[config.mk]
export PLATFORM = sky130hd
export DESIGN_NAME = bmp_port
export DESIGN_NICKNAME = d
export VERILOG_FILES = /design/src/hdl/bmp_pkg.sv /design/src/hdl/bmp_mem.sv /design/src/hdl/bmp_port.sv
export SDC_FILE = /design/constraint.sdc
export NUM_CORES = 1
export LEC_CHECK = 0
export BUFFER_PORTS_ARGS = -buffer_cell sky130_fd_sc_hd__buf_4
export CORE_MARGIN = 1.5
export CORE_UTILIZATION = 40
export DETAILED_ROUTE_END_ITERATION = 12
export GPL_TIMING_DRIVEN = 0
export PLACE_DENSITY = 0.68
export SKIP_CTS_REPAIR_TIMING = 1
export SLEW_MARGIN = 25
export SYNTH_ARGS = -nofsm -noshare
export SYNTH_HDL_FRONTEND = slang
export SYNTH_HIERARCHICAL = 1
export SYNTH_SLANG_ARGS = --single-unit
[constraint.sdc]
create_clock -name i_clk -period 3.84 [get_ports i_clk]
set_input_delay 0.192 -clock i_clk [delete_from_list [all_inputs] [get_ports i_clk]]
set_output_delay 0.192 -clock i_clk [all_outputs]
set_load 0.1 [all_outputs]
[src/hdl/bmp_pkg.sv]
// Constants, register map and carrier types for the parallel bus port
package bmp_pkg;
    localparam int DATA_W      = 16;
    localparam int ADDR_W      = 8;
    localparam int REG_W       = 32;
    localparam int QUEUE_DEPTH = 16;

    // Register byte addresses
    localparam logic [ADDR_W-1:0] REG_CTRL   = 8'h00;
    localparam logic [ADDR_W-1:0] REG_STATUS = 8'h04;
    localparam logic [ADDR_W-1:0] REG_TXDATA = 8'h08;
    localparam logic [ADDR_W-1:0] REG_RXDATA = 8'h0c;
    localparam logic [ADDR_W-1:0] REG_WMARK  = 8'h10;
    localparam logic [ADDR_W-1:0] REG_XFER   = 8'h14;
    localparam logic [ADDR_W-1:0] REG_ISTAT  = 8'h18;
    localparam logic [ADDR_W-1:0] REG_IMASK  = 8'h1c;
    localparam logic [ADDR_W-1:0] REG_CMD    = 8'h20;

    // Field positions
    localparam int CTRL_EN_BIT     = 0;
    localparam int CTRL_MASTER_BIT = 1;
    localparam int CTRL_WIDE_BIT   = 2;
    localparam int CMD_GO_BIT      = 0;
    localparam int CMD_WRITE_BIT   = 1;
    localparam int STAT_TX_LSB     = 0;
    localparam int STAT_RX_LSB     = 8;
    localparam int STAT_BUSY_BIT   = 16;
    localparam int STAT_REQ_BIT    = 17;
    localparam int STAT_FULL_BIT   = 18;
    localparam int NARROW_W        = 8;

    // Interrupt status bits
    localparam int IRQ_W        = 4;
    localparam int IRQ_DONE     = 0;
    localparam int IRQ_RX_OVF   = 1;
    localparam int IRQ_TX_UNF   = 2;
    localparam int IRQ_RX_WMARK = 3;

    // Reset values
    localparam int WMARK_RST = 8;
    localparam int XFER_RST  = 1;

    // Timing: master drives one link period as two halves
    localparam int CLK_PERIOD_NS  = 100;
    localparam int LINK_PERIOD_NS = 800;
    localparam int HALF_CYC       = (LINK_PERIOD_NS + 2 * CLK_PERIOD_NS - 1)
                                    / (2 * CLK_PERIOD_NS);

    typedef enum logic [1:0] {M_IDLE, M_SETUP, M_STROBE} bmp_mstate_t;

    typedef struct packed {
        logic [ADDR_W-1:0] addr;
        logic [REG_W-1:0]  wdata;
        logic              we;
        logic              re;
    } bmp_bus_req_t;

    typedef struct packed {
        logic [DATA_W-1:0] d;
        logic              clk;
        logic              wr;
        logic              wait_n;
    } bmp_pins_in_t;

    typedef struct packed {
        logic [DATA_W-1:0] d;
        logic [DATA_W-1:0] d_oe_n;
        logic              clk;
        logic              clk_oe_n;
        logic              wr;
        logic              wr_oe_n;
        logic              read_n;
        logic              wait_n;
        logic              wait_oe_n;
        logic              read_req;
        logic              rx_full;
    } bmp_pins_out_t;
endpackage

[src/hdl/bmp_mem.sv]
// Queue storage with registered read data and write-through
`timescale 1ns/100ps
module bmp_mem #(
    parameter int W     = 16,
    parameter int DEPTH = 16,
    parameter int AW    = $clog2(DEPTH)
) (
    input  wire logic          i_clk,
    input  wire logic          i_rst,
    input  wire logic          i_ce,
    input  wire logic          i_we,
    input  wire logic [AW-1:0] i_waddr,
    input  wire logic [W-1:0]  i_wdata,
    input  wire logic [AW-1:0] i_raddr,
    output logic      [W-1:0]  o_rdata
);
    logic [W-1:0] mem [DEPTH];
    logic [W-1:0] rdata_q;

    always_ff @(posedge i_clk)
    begin
        if (i_ce && i_we)
        begin
            mem[i_waddr] <= i_wdata;
        end
    end

    // Write-through so a word pushed into an empty queue is seen at once
    always_ff @(posedge i_clk)
    begin
        if (i_rst)
        begin
            rdata_q <= '0;
        end
        else if (i_ce)
        begin
            rdata_q <= (i_we && i_waddr == i_raddr) ? i_wdata : mem[i_raddr];
        end
    end

    assign o_rdata = rdata_q;
endmodule

[src/hdl/bmp_port.sv]
// Parallel bus port: register file, queues, master and slave link logic
//
// Operation
// The data bus width is selectable as 8 or 16 bits and only the selected lanes are used.
// The direction line is an input in slave mode and an output driven by the port in master mode.
// The interface master drives the direction line high for a write and low for a read.
// In master mode the port drives its active-low read strobe during read accesses.
// In slave mode the read strobe is unused and held high.
// The read request output is high while the transmit queue holds at least one access worth.
// The receive-full output is high while the receive queue level is at or above the watermark.
// A low wait line stalls the access, which completes only once wait is released.
// The clock or select line is driven by whichever party masters the interface.
// The data lanes are released unless driving master write data or slave read data.
`timescale 1ns/100ps
module bmp_port
    import bmp_pkg::*;
#(
    parameter int DEPTH = bmp_pkg::QUEUE_DEPTH,
    parameter int HALF  = bmp_pkg::HALF_CYC
) (
    input  wire logic                    i_clk,
    input  wire logic                    i_rst,
    input  wire logic                    i_ce,
    input  wire bmp_pkg::bmp_bus_req_t   i_bus,
    output logic [bmp_pkg::REG_W-1:0]    o_rdata,
    output logic                         o_irq,
    input  wire bmp_pkg::bmp_pins_in_t   i_pins,
    output bmp_pkg::bmp_pins_out_t       o_pins
);
    import bmp_pkg::*;

    localparam int PW = $clog2(DEPTH);
    localparam int CW = PW + 1;
    localparam int HW = $clog2(HALF) + 1;
    localparam logic [HW-1:0] TMR_LOAD = HW'(HALF - 1);
    localparam logic [CW-1:0] FULL_CNT = CW'(DEPTH);

    typedef struct packed {
        logic                       en;
        logic                       master;
        logic                       wide;
        logic [CW-1:0]              wmark;
        logic [CW-1:0]              xfer;
        logic [IRQ_W-1:0]           ist;
        logic [IRQ_W-1:0]           imask;
        logic [PW-1:0]              tx_wp;
        logic [PW-1:0]              tx_rp;
        logic [PW-1:0]              rx_wp;
        logic [PW-1:0]              rx_rp;
        logic [CW-1:0]              tx_cnt;
        logic [CW-1:0]              rx_cnt;
        logic [2:0]                 s_clk;
        logic [2:0]                 s_wr;
        logic [2:0]                 s_wait;
        logic [2:0][DATA_W-1:0]     s_d;
        logic                       clk_st;
        logic                       wr_st;
        logic                       wait_st;
        bmp_mstate_t                ms;
        logic                       m_wr;
        logic [CW-1:0]              m_left;
        logic [HW-1:0]              tmr;
        logic [REG_W-1:0]           rdata;
        logic                       irq;
        bmp_pins_out_t              pins;
    } bmp_state_t;

    bmp_state_t q;
    bmp_state_t n;

    logic              tx_push;
    logic              tx_pop;
    logic              rx_push;
    logic              rx_pop;
    logic [DATA_W-1:0] rx_wdata;
    logic [DATA_W-1:0] tx_rdata;
    logic [DATA_W-1:0] rx_rdata;
    logic [IRQ_W-1:0]  ev;
    logic [IRQ_W-1:0]  iclr;
    logic [DATA_W-1:0] sample;
    logic              clk_rise;
    logic              drive_d;

    // A synchronised level changes only when stages two and three agree
    function automatic logic settle(input logic st, input logic s1, input logic s2);
        settle = (s1 == s2) ? s2 : st;
    endfunction

    function automatic logic [DATA_W-1:0] lanes(input logic wide);
        lanes = wide ? {DATA_W{1'b1}} : DATA_W'({NARROW_W{1'b1}});
    endfunction

    function automatic logic [CW-1:0] step(input logic [CW-1:0] c, input logic up,
                                           input logic dn);
        step = CW'(c + CW'(up) - CW'(dn));
    endfunction

    always_comb
    begin
        n        = q;
        tx_push  = 1'b0;
        tx_pop   = 1'b0;
        rx_push  = 1'b0;
        rx_pop   = 1'b0;
        rx_wdata = '0;
        ev       = '0;
        iclr     = '0;
        drive_d  = 1'b0;

        n.s_clk  = {q.s_clk[1:0], i_pins.clk};
        n.s_wr   = {q.s_wr[1:0], i_pins.wr};
        n.s_wait = {q.s_wait[1:0], i_pins.wait_n};
        n.s_d    = {q.s_d[1:0], i_pins.d};
        n.clk_st  = settle(q.clk_st, q.s_clk[1], q.s_clk[2]);
        n.wr_st   = settle(q.wr_st, q.s_wr[1], q.s_wr[2]);
        n.wait_st = settle(q.wait_st, q.s_wait[1], q.s_wait[2]);
        clk_rise  = n.clk_st && !q.clk_st;
        // unused lanes captured as zero
        sample    = q.s_d[2] & lanes(q.wide);

        n.rdata = '0;
        if (i_bus.we)
        begin
            case (i_bus.addr)
                REG_CTRL:
                begin
                    n.en     = i_bus.wdata[CTRL_EN_BIT];
                    n.master = i_bus.wdata[CTRL_MASTER_BIT];
                    n.wide   = i_bus.wdata[CTRL_WIDE_BIT];
                    // Mode change abandons a master access in flight, but a master state step due in that same cycle overrides it
                    n.ms     = M_IDLE;
                end
                REG_TXDATA:
                begin
                    // Push to a full queue is dropped
                    tx_push = (q.tx_cnt != FULL_CNT);
                end
                REG_WMARK: n.wmark = i_bus.wdata[CW-1:0];
                REG_XFER:  n.xfer  = (i_bus.wdata[CW-1:0] == '0) ? CW'(1) : i_bus.wdata[CW-1:0];
                REG_ISTAT: iclr    = i_bus.wdata[IRQ_W-1:0];
                REG_IMASK: n.imask = i_bus.wdata[IRQ_W-1:0];
                REG_CMD:
                begin
                    if (q.en && q.master && q.ms == M_IDLE && i_bus.wdata[CMD_GO_BIT])
                    begin
                        n.ms     = M_SETUP;
                        n.m_wr   = i_bus.wdata[CMD_WRITE_BIT];
                        n.m_left = q.xfer;
                        n.tmr    = TMR_LOAD;
                    end
                end
                default:
                begin
                end
            endcase
        end
        if (i_bus.re)
        begin
            case (i_bus.addr)
                REG_CTRL:   n.rdata = REG_W'({q.wide, q.master, q.en});
                REG_STATUS:
                begin
                    n.rdata[STAT_TX_LSB +: CW] = q.tx_cnt;
                    n.rdata[STAT_RX_LSB +: CW] = q.rx_cnt;
                    n.rdata[STAT_BUSY_BIT]     = (q.ms != M_IDLE);
                    n.rdata[STAT_REQ_BIT]      = q.pins.read_req;
                    n.rdata[STAT_FULL_BIT]     = q.pins.rx_full;
                end
                REG_RXDATA:
                begin
                    // Reading an empty queue returns zero and pops nothing
                    if (q.rx_cnt != '0)
                    begin
                        n.rdata = REG_W'(rx_rdata);
                        rx_pop  = 1'b1;
                    end
                end
                REG_WMARK:  n.rdata = REG_W'(q.wmark);
                REG_XFER:   n.rdata = REG_W'(q.xfer);
                REG_ISTAT:  n.rdata = REG_W'(q.ist);
                REG_IMASK:  n.rdata = REG_W'(q.imask);
                default:    n.rdata = '0;
            endcase
        end

        if (q.en && q.master)
        begin
            case (q.ms)
                M_SETUP:
                begin
                    // Hold off until there is data to send or room to receive
                    if (q.m_wr ? (q.tx_cnt != '0) : (q.rx_cnt != FULL_CNT))
                    begin
                        if (q.tmr == '0)
                        begin
                            n.ms  = M_STROBE;
                            n.tmr = TMR_LOAD;
                        end
                        else
                        begin
                            n.tmr = HW'(q.tmr - 1'b1);
                        end
                    end
                end
                M_STROBE:
                begin
                    if (q.tmr != '0)
                    begin
                        n.tmr = HW'(q.tmr - 1'b1);
                    end
                    // complete only once wait is released
                    else if (q.wait_st)
                    begin
                        if (q.m_wr)
                        begin
                            tx_pop = 1'b1;
                        end
                        else
                        begin
                            rx_push  = 1'b1;
                            rx_wdata = sample;
                        end
                        n.m_left = CW'(q.m_left - 1'b1);
                        n.tmr    = TMR_LOAD;
                        if (q.m_left == CW'(1))
                        begin
                            n.ms          = M_IDLE;
                            ev[IRQ_DONE]  = 1'b1;
                        end
                        else
                        begin
                            n.ms = M_SETUP;
                        end
                    end
                end
                default:
                begin
                end
            endcase
        end
        else if (q.en && clk_rise)
        begin
            // Slave: external master's rising edge completes a word
            if (q.wr_st)
            begin
                if (q.rx_cnt != FULL_CNT)
                begin
                    rx_push  = 1'b1;
                    rx_wdata = sample;
                end
                else
                begin
                    ev[IRQ_RX_OVF] = 1'b1;
                end
            end
            else if (q.tx_cnt != '0)
            begin
                tx_pop = 1'b1;
            end
            else
            begin
                ev[IRQ_TX_UNF] = 1'b1;
            end
        end

        n.tx_wp  = tx_push ? PW'(q.tx_wp + 1'b1) : q.tx_wp;
        n.tx_rp  = tx_pop  ? PW'(q.tx_rp + 1'b1) : q.tx_rp;
        n.rx_wp  = rx_push ? PW'(q.rx_wp + 1'b1) : q.rx_wp;
        n.rx_rp  = rx_pop  ? PW'(q.rx_rp + 1'b1) : q.rx_rp;
        n.tx_cnt = step(q.tx_cnt, tx_push, tx_pop);
        n.rx_cnt = step(q.rx_cnt, rx_push, rx_pop);

        // Pin drive, released by default (enables low means driving)
        n.pins.d         = '0;
        n.pins.d_oe_n    = '1;
        n.pins.clk       = 1'b0;
        n.pins.clk_oe_n  = 1'b1;
        n.pins.wr        = 1'b0;
        n.pins.wr_oe_n   = 1'b1;
        // strobe idle high
        n.pins.read_n    = 1'b1;
        n.pins.wait_n    = 1'b1;
        n.pins.wait_oe_n = 1'b1;
        if (n.en && n.master)
        begin
            // master owns the clock line
            n.pins.clk_oe_n = 1'b0;
            n.pins.clk      = (n.ms == M_STROBE);
            // direction is an output as master
            n.pins.wr_oe_n  = 1'b0;
            // high for write, low for read
            n.pins.wr       = (n.ms != M_IDLE) && n.m_wr;
            // strobe enables slave read data
            n.pins.read_n   = !((n.ms != M_IDLE) && !n.m_wr);
            drive_d         = (n.ms != M_IDLE) && n.m_wr;
        end
        else if (n.en)
        begin
            // Slave stalls the external master while it cannot serve
            n.pins.wait_oe_n = 1'b0;
            // stall while unable to serve
            n.pins.wait_n    = n.wr_st ? (n.rx_cnt != FULL_CNT) : (n.tx_cnt != '0);
            drive_d          = !n.wr_st;
        end
        // lanes driven only for outgoing data
        if (drive_d)
        begin
            n.pins.d      = tx_rdata & lanes(n.wide);
            n.pins.d_oe_n = ~lanes(n.wide);
        end
        // request once one access worth is queued
        n.pins.read_req = (n.tx_cnt >= n.xfer);
        // level against watermark
        n.pins.rx_full  = (n.rx_cnt >= n.wmark);
        ev[IRQ_RX_WMARK] = n.pins.rx_full && !q.pins.rx_full;

        // Hardware set wins over software clear
        n.ist = (q.ist & ~iclr) | ev;
        n.irq = |(n.ist & n.imask);
    end

    always_ff @(posedge i_clk)
    begin
        if (i_rst)
        begin
            q                <= '0;
            q.wmark          <= CW'(WMARK_RST);
            q.xfer           <= CW'(XFER_RST);
            q.s_clk          <= '0;
            q.s_wr           <= '0;
            q.s_wait         <= '1;
            q.wait_st        <= 1'b1;
            q.ms             <= M_IDLE;
            q.pins.d_oe_n    <= '1;
            q.pins.clk_oe_n  <= 1'b1;
            q.pins.wr_oe_n   <= 1'b1;
            q.pins.read_n    <= 1'b1;
            q.pins.wait_n    <= 1'b1;
            q.pins.wait_oe_n <= 1'b1;
        end
        else if (i_ce)
        begin
            q <= n;
        end
    end

    bmp_mem #(.W(DATA_W), .DEPTH(DEPTH)) u_tx_mem (
        .i_clk   (i_clk),
        .i_rst   (i_rst),
        .i_ce    (i_ce),
        .i_we    (tx_push),
        .i_waddr (q.tx_wp),
        .i_wdata (i_bus.wdata[DATA_W-1:0]),
        .i_raddr (n.tx_rp),
        .o_rdata (tx_rdata)
    );

    bmp_mem #(.W(DATA_W), .DEPTH(DEPTH)) u_rx_mem (
        .i_clk   (i_clk),
        .i_rst   (i_rst),
        .i_ce    (i_ce),
        .i_we    (rx_push),
        .i_waddr (q.rx_wp),
        .i_wdata (rx_wdata),
        .i_raddr (n.rx_rp),
        .o_rdata (rx_rdata)
    );

    assign o_rdata = q.rdata;
    assign o_irq   = q.irq;
    assign o_pins  = q.pins;

    // narrow mode upper lanes
    a_narrow_lanes: assert property (@(posedge i_clk) disable iff (i_rst)
        !q.wide |-> (&q.pins.d_oe_n[DATA_W-1:NARROW_W] && q.pins.d[DATA_W-1:NARROW_W] == '0))
        else $error("upper lanes used in narrow mode");

    // direction line ownership
    a_dir_owner: assert property (@(posedge i_clk) disable iff (i_rst)
        q.en |-> (q.pins.wr_oe_n == !q.master))
        else $error("direction line owned by wrong party");

    // direction level per access
    a_dir_level: assert property (@(posedge i_clk) disable iff (i_rst)
        (q.en && q.master && q.ms != M_IDLE) |-> (q.pins.wr == q.m_wr && q.pins.read_n == q.m_wr))
        else $error("direction level disagrees with access");

    // strobe held over the read
    a_read_strobe: assert property (@(posedge i_clk) disable iff (i_rst)
        (i_ce && !i_bus.we && q.en && q.master && q.ms == M_SETUP && !q.m_wr)
        |=> !q.pins.read_n)
        else $error("read strobe missing during master read");

    // slave strobe high
    a_slave_strobe: assert property (@(posedge i_clk) disable iff (i_rst)
        (!q.master || !q.en) |-> q.pins.read_n)
        else $error("read strobe active outside master mode");

    // request tracks queue level
    a_read_req: assert property (@(posedge i_clk) disable iff (i_rst)
        q.pins.read_req == (q.tx_cnt >= q.xfer))
        else $error("read request does not follow transmit level");

    // full rises above the watermark only after a register write or a receive push
    a_rx_full: assert property (@(posedge i_clk) disable iff (i_rst)
        (i_ce && q.pins.rx_full && $past(q.rx_cnt) < $past(q.wmark)) |-> $past(i_bus.we)
        || $past(rx_push))
        else $error("receive full rose without a cause");

    // wait stalls completion
    a_wait_stall: assert property (@(posedge i_clk) disable iff (i_rst)
        (i_ce && !i_bus.we && q.master && q.ms == M_STROBE && q.tmr == '0 && !q.wait_st)
        |=> (q.ms == M_STROBE && $stable(q.m_left)))
        else $error("access finished while wait was low");

    // clock line ownership
    a_clk_owner: assert property (@(posedge i_clk) disable iff (i_rst)
        (q.pins.clk_oe_n == !(q.en && q.master)))
        else $error("clock line owned by wrong party");

    // lanes released when idle
    a_data_release: assert property (@(posedge i_clk) disable iff (i_rst)
        (q.pins.d_oe_n != '1) |-> (q.en && (q.master ? (q.ms != M_IDLE && q.m_wr) : !q.wr_st)))
        else $error("data lanes driven without outgoing data");

    a_irq_level: assert property (@(posedge i_clk) disable iff (i_rst)
        o_irq == |(q.ist & q.imask))
        else $error("interrupt output disagrees with status and mask");
endmodule

== Yosys cells after proc, flatten, opt, wreduce, memory -nomap -nowiden ==
Memory sizes are Yosys's and may differ from the RTL's. A register that Yosys moved wholly into a read port is not among the register bits.
Cells that the tools add are included.

* Flip-flop bits (word level): 192
* Bits in writable memories: 512
* Logic and storage cells: 202
* Memories: 2

{| class="wikitable"
|+ Memory list
! memory !! words !! bits a word !! rd ports !! clocked after memory_dff !! write ports !! RTL line !! RTL
|-
| u_rx_mem.mem || 16 || 16 || 1 || 1 || 1 || bmp_mem.sv:17 || <nowiki>logic [W-1:0] mem [DEPTH];</nowiki>
|-
| u_tx_mem.mem || 16 || 16 || 1 || 1 || 1 || bmp_mem.sv:17 ||
|}

* $add $sub $neg: 10
* Magnitude comparators: 2
* Equality and inequality tests: 18
* Mux-type cells: 94
* Bitwise logic cells: 7
* Reductions and logical operators: 30

{| class="wikitable"
|+ Operators with widths
! kind !! count
|-
| 16-bit 2-to-1 mux || 11
|-
| 32-bit 2-to-1 mux || 2
|-
| 1-bit 2-to-1 mux || 41
|-
| 5-bit case mux with 7 select lines || 1
|-
| 16-bit bitwise AND || 2
|-
| 8-bit by 5-bit == test with 1-bit output, second input constant || 4
|-
| 5-bit 2-to-1 mux || 6
|-
| 13-bit 2-to-1 mux || 2
|-
| 4-bit 2-to-1 mux || 6
|-
| 11-bit 2-to-1 mux || 2
|-
| 2-bit 2-to-1 mux || 9
|-
| 3-bit 2-to-1 mux || 6
|-
| 4-bit by 1-bit adder with 4-bit output, second input constant || 4
|-
| 8-bit by 4-bit == test with 1-bit output, second input constant || 2
|-
| 8-bit 2-to-1 mux || 2
|-
| 16-bit NOT || 1
|-
| 5-bit inequality test, second input constant || 3
|-
| 5-bit nonzero test || 3
|-
| 3-bit case mux with 2 select lines || 2
|-
| 1-bit logical AND || 11
|-
| 5-bit by 1-bit adder with 5-bit output || 2
|-
| 5-bit greater-or-equal comparator || 2
|-
| 5-bit case mux with 2 select lines || 1
|-
| 5-bit by 1-bit subtractor with 5-bit output || 2
|-
| other kinds (22) || 34
|}

== Longest topological paths before layout ==
Gate-level depths: netlist (run 1).

* Depth in word-level cells: 14
* Gate-level depth with buffers: 18
* Gate-level depth less buffers: 17

== Cells and area by module ==
The synthesis (run 1) kept the hierarchy.

{| class="wikitable"
|+ By module, submodules not included
! module !! times used !! cells an instance !! area an instance (µm²) !! seq. area each (µm²)
|-
| bmp_mem || 2 || 557 || 10714.0 || 8007.7
|-
| bmp_port || 1 || 998 || 8708.4 || 3283.1
|}

== Least setup slack after synthesis (run 1) ==
Ideal clock, no wire load.

* Path kind: register -> register
* Start: register q[74] in the netlist's numbering
* End: memory u_rx_mem.mem[0][0] (enable)
* Arrival: 3394 ps
* Data required time: 3431 ps
* Setup slack: 36 ps
* Stages on the path, launching flop included: 11
* Path buffers: 1
* Clock period less this slack: 3804 ps
* Cells stage by stage: dfxtp_1 > inv_1 > ha_1 > ha_1 > nand3_1 > nand2b_1 > o22ai_1 > clkbuf_1 > nand2_1 > or3_1 > nor3_1

* Cells in the longest elaborated chain, start to end: 7

{| class="wikitable"
|+ RTL lines
! item !! RTL line !! RTL
|-
| from (decl) || bmp_port.sv:68 || <nowiki>bmp_state_t q;</nowiki>
|-
| from (signal assigned) || bmp_port.sv:343 || <nowiki>q <= n;</nowiki>
|-
| 3-bit nonzero test || bmp_port.sv:207 || <nowiki>if (q.tmr != '0)</nowiki>
|-
| 1-bit 2-to-1 mux || bmp_port.sv:207 ||
|-
| 1-bit 2-to-1 mux || bmp_port.sv:188 || <nowiki>case (q.ms)</nowiki>
|-
| 1-bit 2-to-1 mux || bmp_port.sv:186 || <nowiki>if (q.en && q.master)</nowiki>
|-
| via rx_push || bmp_port.sv:73 || <nowiki>logic rx_push;</nowiki>
|-
| 1-bit logical AND || bmp_mem.sv:22 || <nowiki>if (i_ce && i_we)</nowiki>
|-
| 1-bit 2-to-1 mux || bmp_mem.sv:22 ||
|-
| 1-bit 2-to-1 mux (implied by the code) || bmp_mem.sv:24 || <nowiki>mem[i_waddr] <= i_wdata;</nowiki>
|-
| to (decl) || bmp_mem.sv:17 ||
|}

The timed path passes the listed nets, and every way through them passes these cells.

==> run metrics, run 1 <==
status completed; wire per inst 23.1 um; Final Cycle Share a little over nine tenths; Synth Warn # 6; Fmax achieved 271 MHz; TritonCTS Buffers 75; kind of start point of the critical path register; GPL Wtd Cong 0.929; TNS Setup 0 ps; area of the mapped netlist roughly 30,000 um2; # port buffers about 110; die height ~280 um; area leader, netlist edfxtp_1; Max Slew Vio Count 0; Simple-Gate Fraction of Synth Area 8.13%; Worst Path Buf+Inv 2; area delta synth->final 18.4%; largest family of logic cells by synthesized area multiplexers; core footprint 74,400 um2; DR iter-0 viols 1,708; Worst-Skew Late Latency 640 ps; share of cells above drive strength 1 23.7%; number of synthesized flops with an enable pin 512; Avg Inst Size Synth 14.3 um2; Post-Synth Adder-Cell Area 1.54%; Cell Pwr Density 451 nW/um2; post-synth top area share 51.0%; fillers between 6,000 and 7,000; Yosys reg bits 708; Core Util, Final ~48%; initial antenna violation count 3; setup violators final 0; GRT Total Usage between 20% and 30%; CTS clk-pin slew, worst paths approximately 60 ps; antenna viol nets, final 0; leakage 12.1 nW; Max clock buf depth 3; htree depth 3; worst hold path type primary input to register; cells along the critical path inv_1 > ha_1 > nor4bb_4 > o22ai_4 > buf_4 > or3_1 > fa_2 > a21oi_1 > o21bai_1 > xnor2_2 > ha_1 > nor2b_1 > a31oi_2 > a31oi_1 > o31a_1; Compound-Gate Fraction of Synth Area 6.85%; post-DP HPWL 54.2 mm; Starting Density 40.5%; row count 100; delay-heaviest family, CP compound AO/OA/AOI/OAI gates; post-synthesis cell type count 85; ys flop type edfxtp_1; sequential-to-total area share from yosys stat roughly 64%; post-synthesis mux area share between 10 and 15%; diode count 0; slowest stage delay, CP 370 ps; via/cell ratio approximately 5.6; async set-or-reset flop fraction in the synthesized netlist 0%; # clock sinks approximately 710; min Tclk post-route 3690 ps; Worst Path Required 4370 ps; CTS tree yes; total of max-cap violations 0; final hold violation count 0; Max FO, Critical Path 10; Cells after Synth 2,112; # IOs 138; Slowest-stage cell, CP nor4bb_4; worst-margin pin slew 1050 ps; number of global-route vias before repair 18,900; DR vias about 19,000; die area 77,000 um2; CP dominant cell by count ha_1; # DRC 0; Worst Skew ~41 ps; crit path kind register to register; slew margin rel. a little under a third; first-pass GRT wire length 118 mm; clk root buf clkbuf_16; post-synthesis xor/xnor area fraction 1.07%; Die W 277 um; router iterations before antenna repair 6; Worst Setup End Kind register; Nets 2,483; total gr overflow 0; Max VDD drop approximately 0.00035 V; ranking of synthesized cells by area edfxtp_1 (51%), dfxtp_1 (13%), mux4_2 (6.6%); CP arrival 4220 ps; WL final 78.8 mm; largest net degree at the start of global routing 22
[cell families (layout without fill, tap and decap cells)]
kind of cell / count (synthesis) / after routing
AOI/OAI and AO/OA: 298 / 298
xor gates and xnor gates: 35 / 35
adders and majority gates: 36 / 36
buffers and inverters: 235 / 556
DFF: 708 / 708
muxes: 284 / 284
other: 1 / 13
and+or+nand+nor: 515 / 515
[worst paths after layout]
path	start	end	slack, ps	depth (start not counted)
worst max-delay path	q[148]	o_irq	150	15
worst max register to register	q[148]	o_irq	150	15
worst min register to register	o_pins[2]	o_pins[2]	460	2
worst min-delay path	i_bus[40]	q[189]	130	5
[cell usage after synthesis (19+ instances only)]
cell and instances:
o31ai_1 35, buf_2 19, edfxtp_1 512, ha_1 33, a21oi_1 54, mux2i_1 165, o21ai_0 34, nand2_1 104
dfxtp_1 196, nor2_1 217, a22oi_1 22, buf_4 83, a31oi_1 46, clkbuf_1 66, mux4_2 88, nor3_1 19
mux2_2 19, inv_1 29, buf_1 19, nand3_1 59
[worst register-to-register path, cell delays in order, from the launching register on]
cell and delay, ps:
dfxtp_1 350, inv_1 100, ha_1 210, nor4bb_4 370, o22ai_4 180, buf_4 210
or3_1 360, fa_2 370, a21oi_1 140, o21bai_1 120, xnor2_2 180, ha_1 230
nor2b_1 140, a31oi_2 180, a31oi_1 120, o31a_1 300
[sequential cells by signal, indices dropped and copies added (netlist names)]
signal / count
u_rx_mem/mem: 256
n: 38
o_rdata: 19
q: 80
u_rx_mem/o_rdata: 16
u_tx_mem/o_rdata: 16
o_irq: 1
u_tx_mem/mem: 256
o_pins: 26
[cells in the final DEF (no fill, tap or decap), types with 18 or more instances in the layout]
cell / n
nand2_1: 104
mux4_2: 88
mux2i_1: 165
a31oi_1: 44
a21oi_1: 53
dlygate4sd3_1: 36
clkbuf_16: 76
o31ai_1: 35
inv_1: 29
nand3_1: 58
buf_4: 213
clkbuf_1: 72
mux2_2: 19
nor2_2: 24
dfxtp_1: 196
buf_1: 18
ha_1: 29
edfxtp_1: 512
clkinv_1: 18
nor2_1: 191
buf_2: 19
buf_6: 28
a22oi_1: 22
o21ai_0: 34
[area by class of cell]
class | count | area (um2) | area share, %
well taps | 969 | 1210 | 3.40
clock buffers | 94 | 2050 | 5.74
clock inverters | 44 | 408 | 1.14
inverters | 31 | 116 | 0.326
repair buffers | 185 | 1580 | 4.43
flip-flops and latches | 708 | 19300 | 54.1
multi-input cells | 1181 | 9750 | 27.3
plain buffers | 202 | 1260 | 3.55
[metrics by stage]
step	cell area, um2	total power (W)	hold WS (ps)	worst slack [ps]	std cells
6_report	35700	0.0161	127	152	3414
5_1_grt	35700	0.0166	146	-43.1	3414
4_1_cts	35200	0.0162	-228	-1060	3376
3_5_place_dp	32700	0.00910	437	-1110	3238
3_3_place_gp	32200	0.00908	410	-1610	3201
2_1_floorplan	30200	0.00884	291	36.4	2124
[where the power goes]
| group | switching (W) | internal (W) | leakage, nW | total [W] |
|---|---|---|---|---|
| Sequential | 0.0000596 | 0.00819 | 6.30 | 0.00825 |
| Combinational | 0.000496 | 0.000260 | 4.64 | 0.000756 |
| Clock | 0.00305 | 0.00405 | 1.20 | 0.00710 |
[per-layer routing]
| metal | GRT usage (%) | wire (um) | vias up |
|---|---|---|---|
| met4 | 6.18 | 2050 | 6 |
| li1 | - | - | 8509 |
| met5 | 0 | 47 | - |
| met1 | 27.5 | 33500 | 9647 |
| met3 | 3.57 | 5470 | 136 |
| met2 | 32.7 | 37700 | 804 |
Note: power is estimated with default switching activity, not from simulation.
==> run 2: changes to the inputs <==
--- a/config.mk
+++ b/config.mk
@@ -10,7 +10,7 @@
 export CORE_UTILIZATION = 40
 export DETAILED_ROUTE_END_ITERATION = 12
 export GPL_TIMING_DRIVEN = 0
-export PLACE_DENSITY = 0.68
+export PLACE_DENSITY = 0.66
 export SKIP_CTS_REPAIR_TIMING = 1
 export SLEW_MARGIN = 25
 export SYNTH_ARGS = -nofsm -noshare
==> constraint.sdc (replaced) <==
create_clock -name i_clk -period 3.9 [get_ports i_clk]
set_input_delay 0.195 -clock i_clk [delete_from_list [all_inputs] [get_ports i_clk]]
set_output_delay 0.195 -clock i_clk [all_outputs]
set_load 0.1 [all_outputs]
==> run metrics, run 2 (synthesis results as in run 1) <==
cells along the critical path inv_1 > ha_2 > nor4bb_4 > o22ai_4 > buf_4 > or3_1 > fa_2 > a21oi_2 > o21bai_1 > xnor2_1 > ha_1 > a31oi_4 > a31oi_2 > o31a_1; kind of start point of the critical path register; Cell Pwr Density 452 nW/um2; TritonCTS Buffers 74; Net Sw Power approximately 0.0035 W; slew margin rel. 25.4%; DR vias 19,200; worst hold path type primary input to register; crit path kind register to register; Worst Path Buf+Inv 2; Worst-Skew Late Latency approximately 630 ps; die height between 200 and 300 um; Fmax achieved 263 MHz; die area 77,000 um2; Worst Setup End Kind register; setup violators final 0; wire per inst roughly 24 um; # DRC 0; DR iter-0 viols 1,900; post-DP HPWL 55.7 mm; WL final between 80 and 90 mm; Switching Fraction 21.9%; CP arrival approximately 4300 ps; Worst Path Required 4410 ps; Max FO, Critical Path 10; Final Cycle Share between 90% and 100%; most common cell after layout, fill and taps aside edfxtp_1; Slowest-stage cell, CP nor4bb_4; # IOs roughly 140; DP Worst Slack -960 ps; Worst Skew between 20 and 25 ps; initial antenna violation count 1; min Tclk post-route 3800 ps; clk root buf clkbuf_16; setup slack after layout 95.4 ps; first-pass GRT wire length 121 mm; core footprint 74,400 um2; Starting Density 40.5%; Comb power frac around 4.6%; htree depth 3; CTS clk-pin slew, worst paths roughly 60 ps; GPL Wtd Cong 0.931; Max VDD drop 0.000401 V; top flop regs u_rx_mem/mem (256), u_tx_mem/mem (256), q (80); Max clock buf depth 3; row count 100; post-placement cell count 3,238; largest net degree at the start of global routing 22; # clock sinks about 700; delay-heaviest family, CP compound AO/OA/AOI/OAI gates; slowest stage delay, CP 430 ps; CTS tree yes; total of max-cap violations 0; number of global-route vias before repair 19,400; total gr overflow 0; Sequential Power Share 50.2%; Nets 2,484; via/cell ratio ~5.6; router iterations before antenna repair 7; # port buffers 108; post-route insts no fill 3,413; Die W 277 um; final hold violation count 0; final hold slack 129 ps; leakage 12.2 nW; Max Slew Vio Count 0; Clock Power Share 45.1%; diode count 0; share of cells above drive strength 1 a little under a quarter; worst-margin pin slew 1120 ps; GRT Total Usage 20.8%; most frequent cells in the layout edfxtp_1 (512), buf_4 (214), dfxtp_1 (196); status completed; antenna viol nets, final 0; Internal approximately 0.013 W; area delta synth->final 18.9%
## run 2: cell count changes in the layout (fill, tap and decap cells not counted), moves of 2 or more
cell,before,now
nor2_4,3,6
clkinv_1,18,5
nor2_2,24,20
bufinv_16,3,9
clkinv_2,13,11
clkinvlp_4,3,0
clkbuf_1,72,83
buf_8,6,8
## run 2: metal layers
layer | share of wire, % | routed length (um) | GRT usage (%) | up-vias
met4 | 3.0 | 2460 | 7.44 | 2
met1 | 42 | 34100 | 28.0 | 9705
met2 | 48 | 38900 | 34.0 | 863
met3 | 7.3 | 5920 | 3.28 | 153
met5 | 0.016 | 13 | 0 | -
li1 | - | - | - | 8485
## run 2: power by group through the flow
| stage | clock network, W | logic, W | registers [W] |
|---|---|---|---|
| 3_3_place_gp | 0 | 0.000654 | 0.00829 |
| 3_5_place_dp | 0 | 0.000670 | 0.00829 |
| 6_report | 0.00730 | 0.000750 | 0.00813 |
| 2_1_floorplan | 0 | 0.000440 | 0.00826 |
| 5_1_grt | 0.00770 | 0.000794 | 0.00813 |
| 4_1_cts | 0.00740 | 0.000675 | 0.00813 |
## run 2: area by class of cell
cell class | count | area, um2
Fill cell | 6282 | 38600
Sequential cell | 708 | 19300
Multi-Input combinational cell | 1181 | 9790
Clock buffer | 103 | 2050
Timing Repair Buffer | 187 | 1600
Buffer | 202 | 1270
Tap cell | 969 | 1210
Clock inverter | 32 | 479
Inverter | 31 | 116
## run 2: worst paths after layout
kind,end,startpoint,cells past startpoint,slack [ps]
max,o_irq,q[147],14,100
min,q[191],i_bus[40],5,130
max reg2reg,o_irq,q[147],14,100
min reg2reg,o_pins[2],o_pins[2],2,450
## run 2: per-stage QoR
stage | TNS [ps] | instance area (um2) | util (%) | total power [W]
CTS | -18480 | 35300 | 47.4 | 0.0162
global route | -15.8 | 35800 | 48.1 | 0.0166
floorplan | 0 | 30200 | - | 0.00870
global placement | -309390 | 32200 | 43.3 | 0.00894
detailed placement | -15890 | 32700 | 44.0 | 0.00896
finish | 0 | 35800 | 48.1 | 0.0162
## run 2: worst reg2reg max path: cells and delay by family, from the launching register on
family	cells	cell delay, ps
buf+inv	2	330
fa+ha+maj	3	930
flops	1	340
compound gates	6	1100
xor+xnor	1	200
simple gates	2	800
==> run 3: changes to the inputs <==
--- a/config.mk
+++ b/config.mk
@@ -15,5 +15,4 @@
 export SLEW_MARGIN = 25
 export SYNTH_ARGS = -nofsm -noshare
 export SYNTH_HDL_FRONTEND = slang
-export SYNTH_HIERARCHICAL = 1
 export SYNTH_SLANG_ARGS = --single-unit
==> run metrics, run 3 <==
status finished with violations; violated checks setup timing; number of synthesized flops with an enable pin 512; htree depth 3; Net Sw Power 0.00364 W; Avg Inst Size Synth 12.4 um2; final hold violation count 0; initial antenna violation count 3; DR vias 25,400; Fmax achieved between 200 and 250 MHz; async set-or-reset flop fraction in the synthesized netlist 0%; clk root buf clkbuf_16; die height between 200 and 300 um; Max Slew Vio Count 0; slew margin rel. between 20% and 30%; largest net degree at the start of global routing 22; Switching Fraction 22.5%; Max FO, Critical Path 6; most frequent cells after synthesis edfxtp_1 (512), nor2_1 (197), dfxtp_1 (196); setup slack after layout -196 ps; Max VDD drop 0.000292 V; leakage approximately 14 nW; Synth Warn # 0; setup violators final 2; final hold slack between 150 and 200 ps; GPL Wtd Cong 0.920; most frequent cells in the layout edfxtp_1 (512), buf_4 (215), mux2i_1 (195); most common cell after layout, fill and taps aside edfxtp_1; row count 106; Cells after Synth roughly 2,700; router iterations before antenna repair 7; placed cell area 36,900 um2; Worst Skew 38.0 ps; top flop regs u_rx_mem.mem (256), u_tx_mem.mem (256), q (80); Comb power frac 4.4%; Worst Path Required 4410 ps; crit path kind register to register; cells along the critical path inv_4 > ha_4 > or4b_4 > nand3_2 > or2_1 > buf_8 > clkinv_8 > buf_12 > ha_4 > inv_2 > ha_4 > fa_2 > ha_4 > a21o_1 > a21o_1 > a21o_1 > a21o_1 > a22oi_2 > nor2_1 > o31a_1; Die W 295 um; ranking of synthesized cells by area edfxtp_1 (45%), dfxtp_1 (12%), mux4_2 (6.9%); register area 19,300 um2; final instance area 40,300 um2; first-pass GRT wire length 151 mm; post-synth top area share 45.1%; share of cells above drive strength 1 around a fifth; most frequent cell after synthesis edfxtp_1; Clock Power Share 45.4%; total of max-cap violations 0; wire per inst ~25 um; number of global-route vias before repair 24,100; CTS clk-pin slew, worst paths 70 ps; Worst Setup End Kind register; fillers between 7,000 and 8,000; CTS tree yes; antenna viol nets, final 0; worst hold path type primary input to register; Final Cycle Share 105%; unrepaired setup endpoints after global routing true; # clock sinks about 700; ys flop type edfxtp_1; # port buffers 104; Internal 0.0126 W; worst-margin pin slew 1090 ps; Slowest-stage cell, CP fa_2; area leader, netlist edfxtp_1; total gr overflow 0; sequential-to-total area share from yosys stat between 50% and 60%; Cell Pwr Density 402 nW/um2; WL final between 100 and 150 mm; core footprint 84,100 um2; via/cell ratio roughly 6.0; CP arrival 4610 ps; Worst-Skew Late Latency approximately 640 ps; Max clock buf depth 3; area of the mapped netlist 34,100 um2; post-synthesis cell type count 83; TritonCTS Buffers between 70 and 80; Core Util, Final 47.9%; Starting Density 40.6%; # IOs ~140; die area 87,000 um2; # DRC 0; Sequential Power Share approximately 50%; DR iter-0 viols a little under 3,000; area delta synth->final 18.1%; slowest stage delay, CP 580 ps; kind of start point of the critical path register; Yosys reg bits 708; GRT Total Usage 23.0%; multi-input logic area about 14,000 um2; post-DP HPWL 71.6 mm; min Tclk post-route between 4000 and 5000 ps; diode count 0; Nets 3,133
-- run 3: cell count changes in the layout (fill, tap and decap cells not counted), sizes merged, moves of 36 or more --
cell | before | now
clkbuf | 166 | 258
a21oi | 54 | 139
nand2 | 104 | 173
a2111oi | 0 | 57
o21ai | 36 | 89
nor2b | 15 | 62
mux2 | 19 | 55
-- run 3: worst paths after layout --
check / from / endpoint / slack (ps) / depth (start not counted)
worst max-delay path: q[148] / o_irq / -200 / 20
worst min-delay path: i_bus[0] / o_rdata[17] / 150 / 3
worst max register to register: q[148] / o_irq / -200 / 20
worst min register to register: u_tx_mem.o_rdata[3] / u_tx_mem.o_rdata[3] / 450 / 2
-- run 3: cell families after synthesis --
group,share of synthesized area [%]
AO/OA/AOI/OAI,12.6
XOR/XNOR,0.770
adder cells (fa/ha/maj),1.61
buffers and inverters,4.58
flip-flops,56.6
multiplexers,14.5
other,0.0110
AND/OR/NAND/NOR,9.37
-- run 3: through the flow --
stage / total power [W] / cells / setup TNS [ps] / setup WS, ps
after floorplan: 0.00869 / 2755 / -21.1 / -21.1
after global placement: 0.00893 / 3993 / -329820 / -1470
after detailed placement: 0.00893 / 4024 / -24620 / -1540
after CTS: 0.0162 / 4164 / -25140 / -1560
after global routing: 0.0166 / 4223 / -611 / -336
final: 0.0162 / 4223 / -224 / -196
-- run 3: metal layers --
metal	track usage [%]	wire (um)	up-vias
met2	38.0	49700	1357
met3	3.46	8930	248
met1	30.4	41100	12700
met4	9.34	4170	6
li1	-	-	11200
met5	0	34	-
-- run 3: power groups by stage --
stage	clock network [W]	registers [W]	logic [W]
final	0.00735	0.00813	0.000718
after global routing	0.00770	0.00813	0.000756
after CTS	0.00740	0.00812	0.000651
after detailed placement	0	0.00828	0.000648
after global placement	0	0.00828	0.000645
after floorplan	0	0.00827	0.000427
-- run 3: layout make-up --
| type | instances | area share (%) |
|---|---|---|
| flip-flops and latches | 708 | 47.9 |
| multi-input cells | 1717 | 34.0 |
| clock buffers | 91 | 4.99 |
| repair buffers | 195 | 4.09 |
| plain buffers | 285 | 3.67 |
| well taps | 1134 | 3.52 |
| clock inverters | 49 | 1.28 |
| inverters | 44 | 0.466 |
-- run 3: worst max-delay path, delay by kind of cell, from the launching register on --
| kind | cells | cell delay, ps |
|---|---|---|
| flip-flops | 1 | 370 |
| AO/OA/AOI/OAI | 6 | 1100 |
| adder cells (fa/ha/maj) | 5 | 1320 |
| AND/OR/NAND/NOR | 4 | 740 |
| buffers and inverters | 5 | 430 |
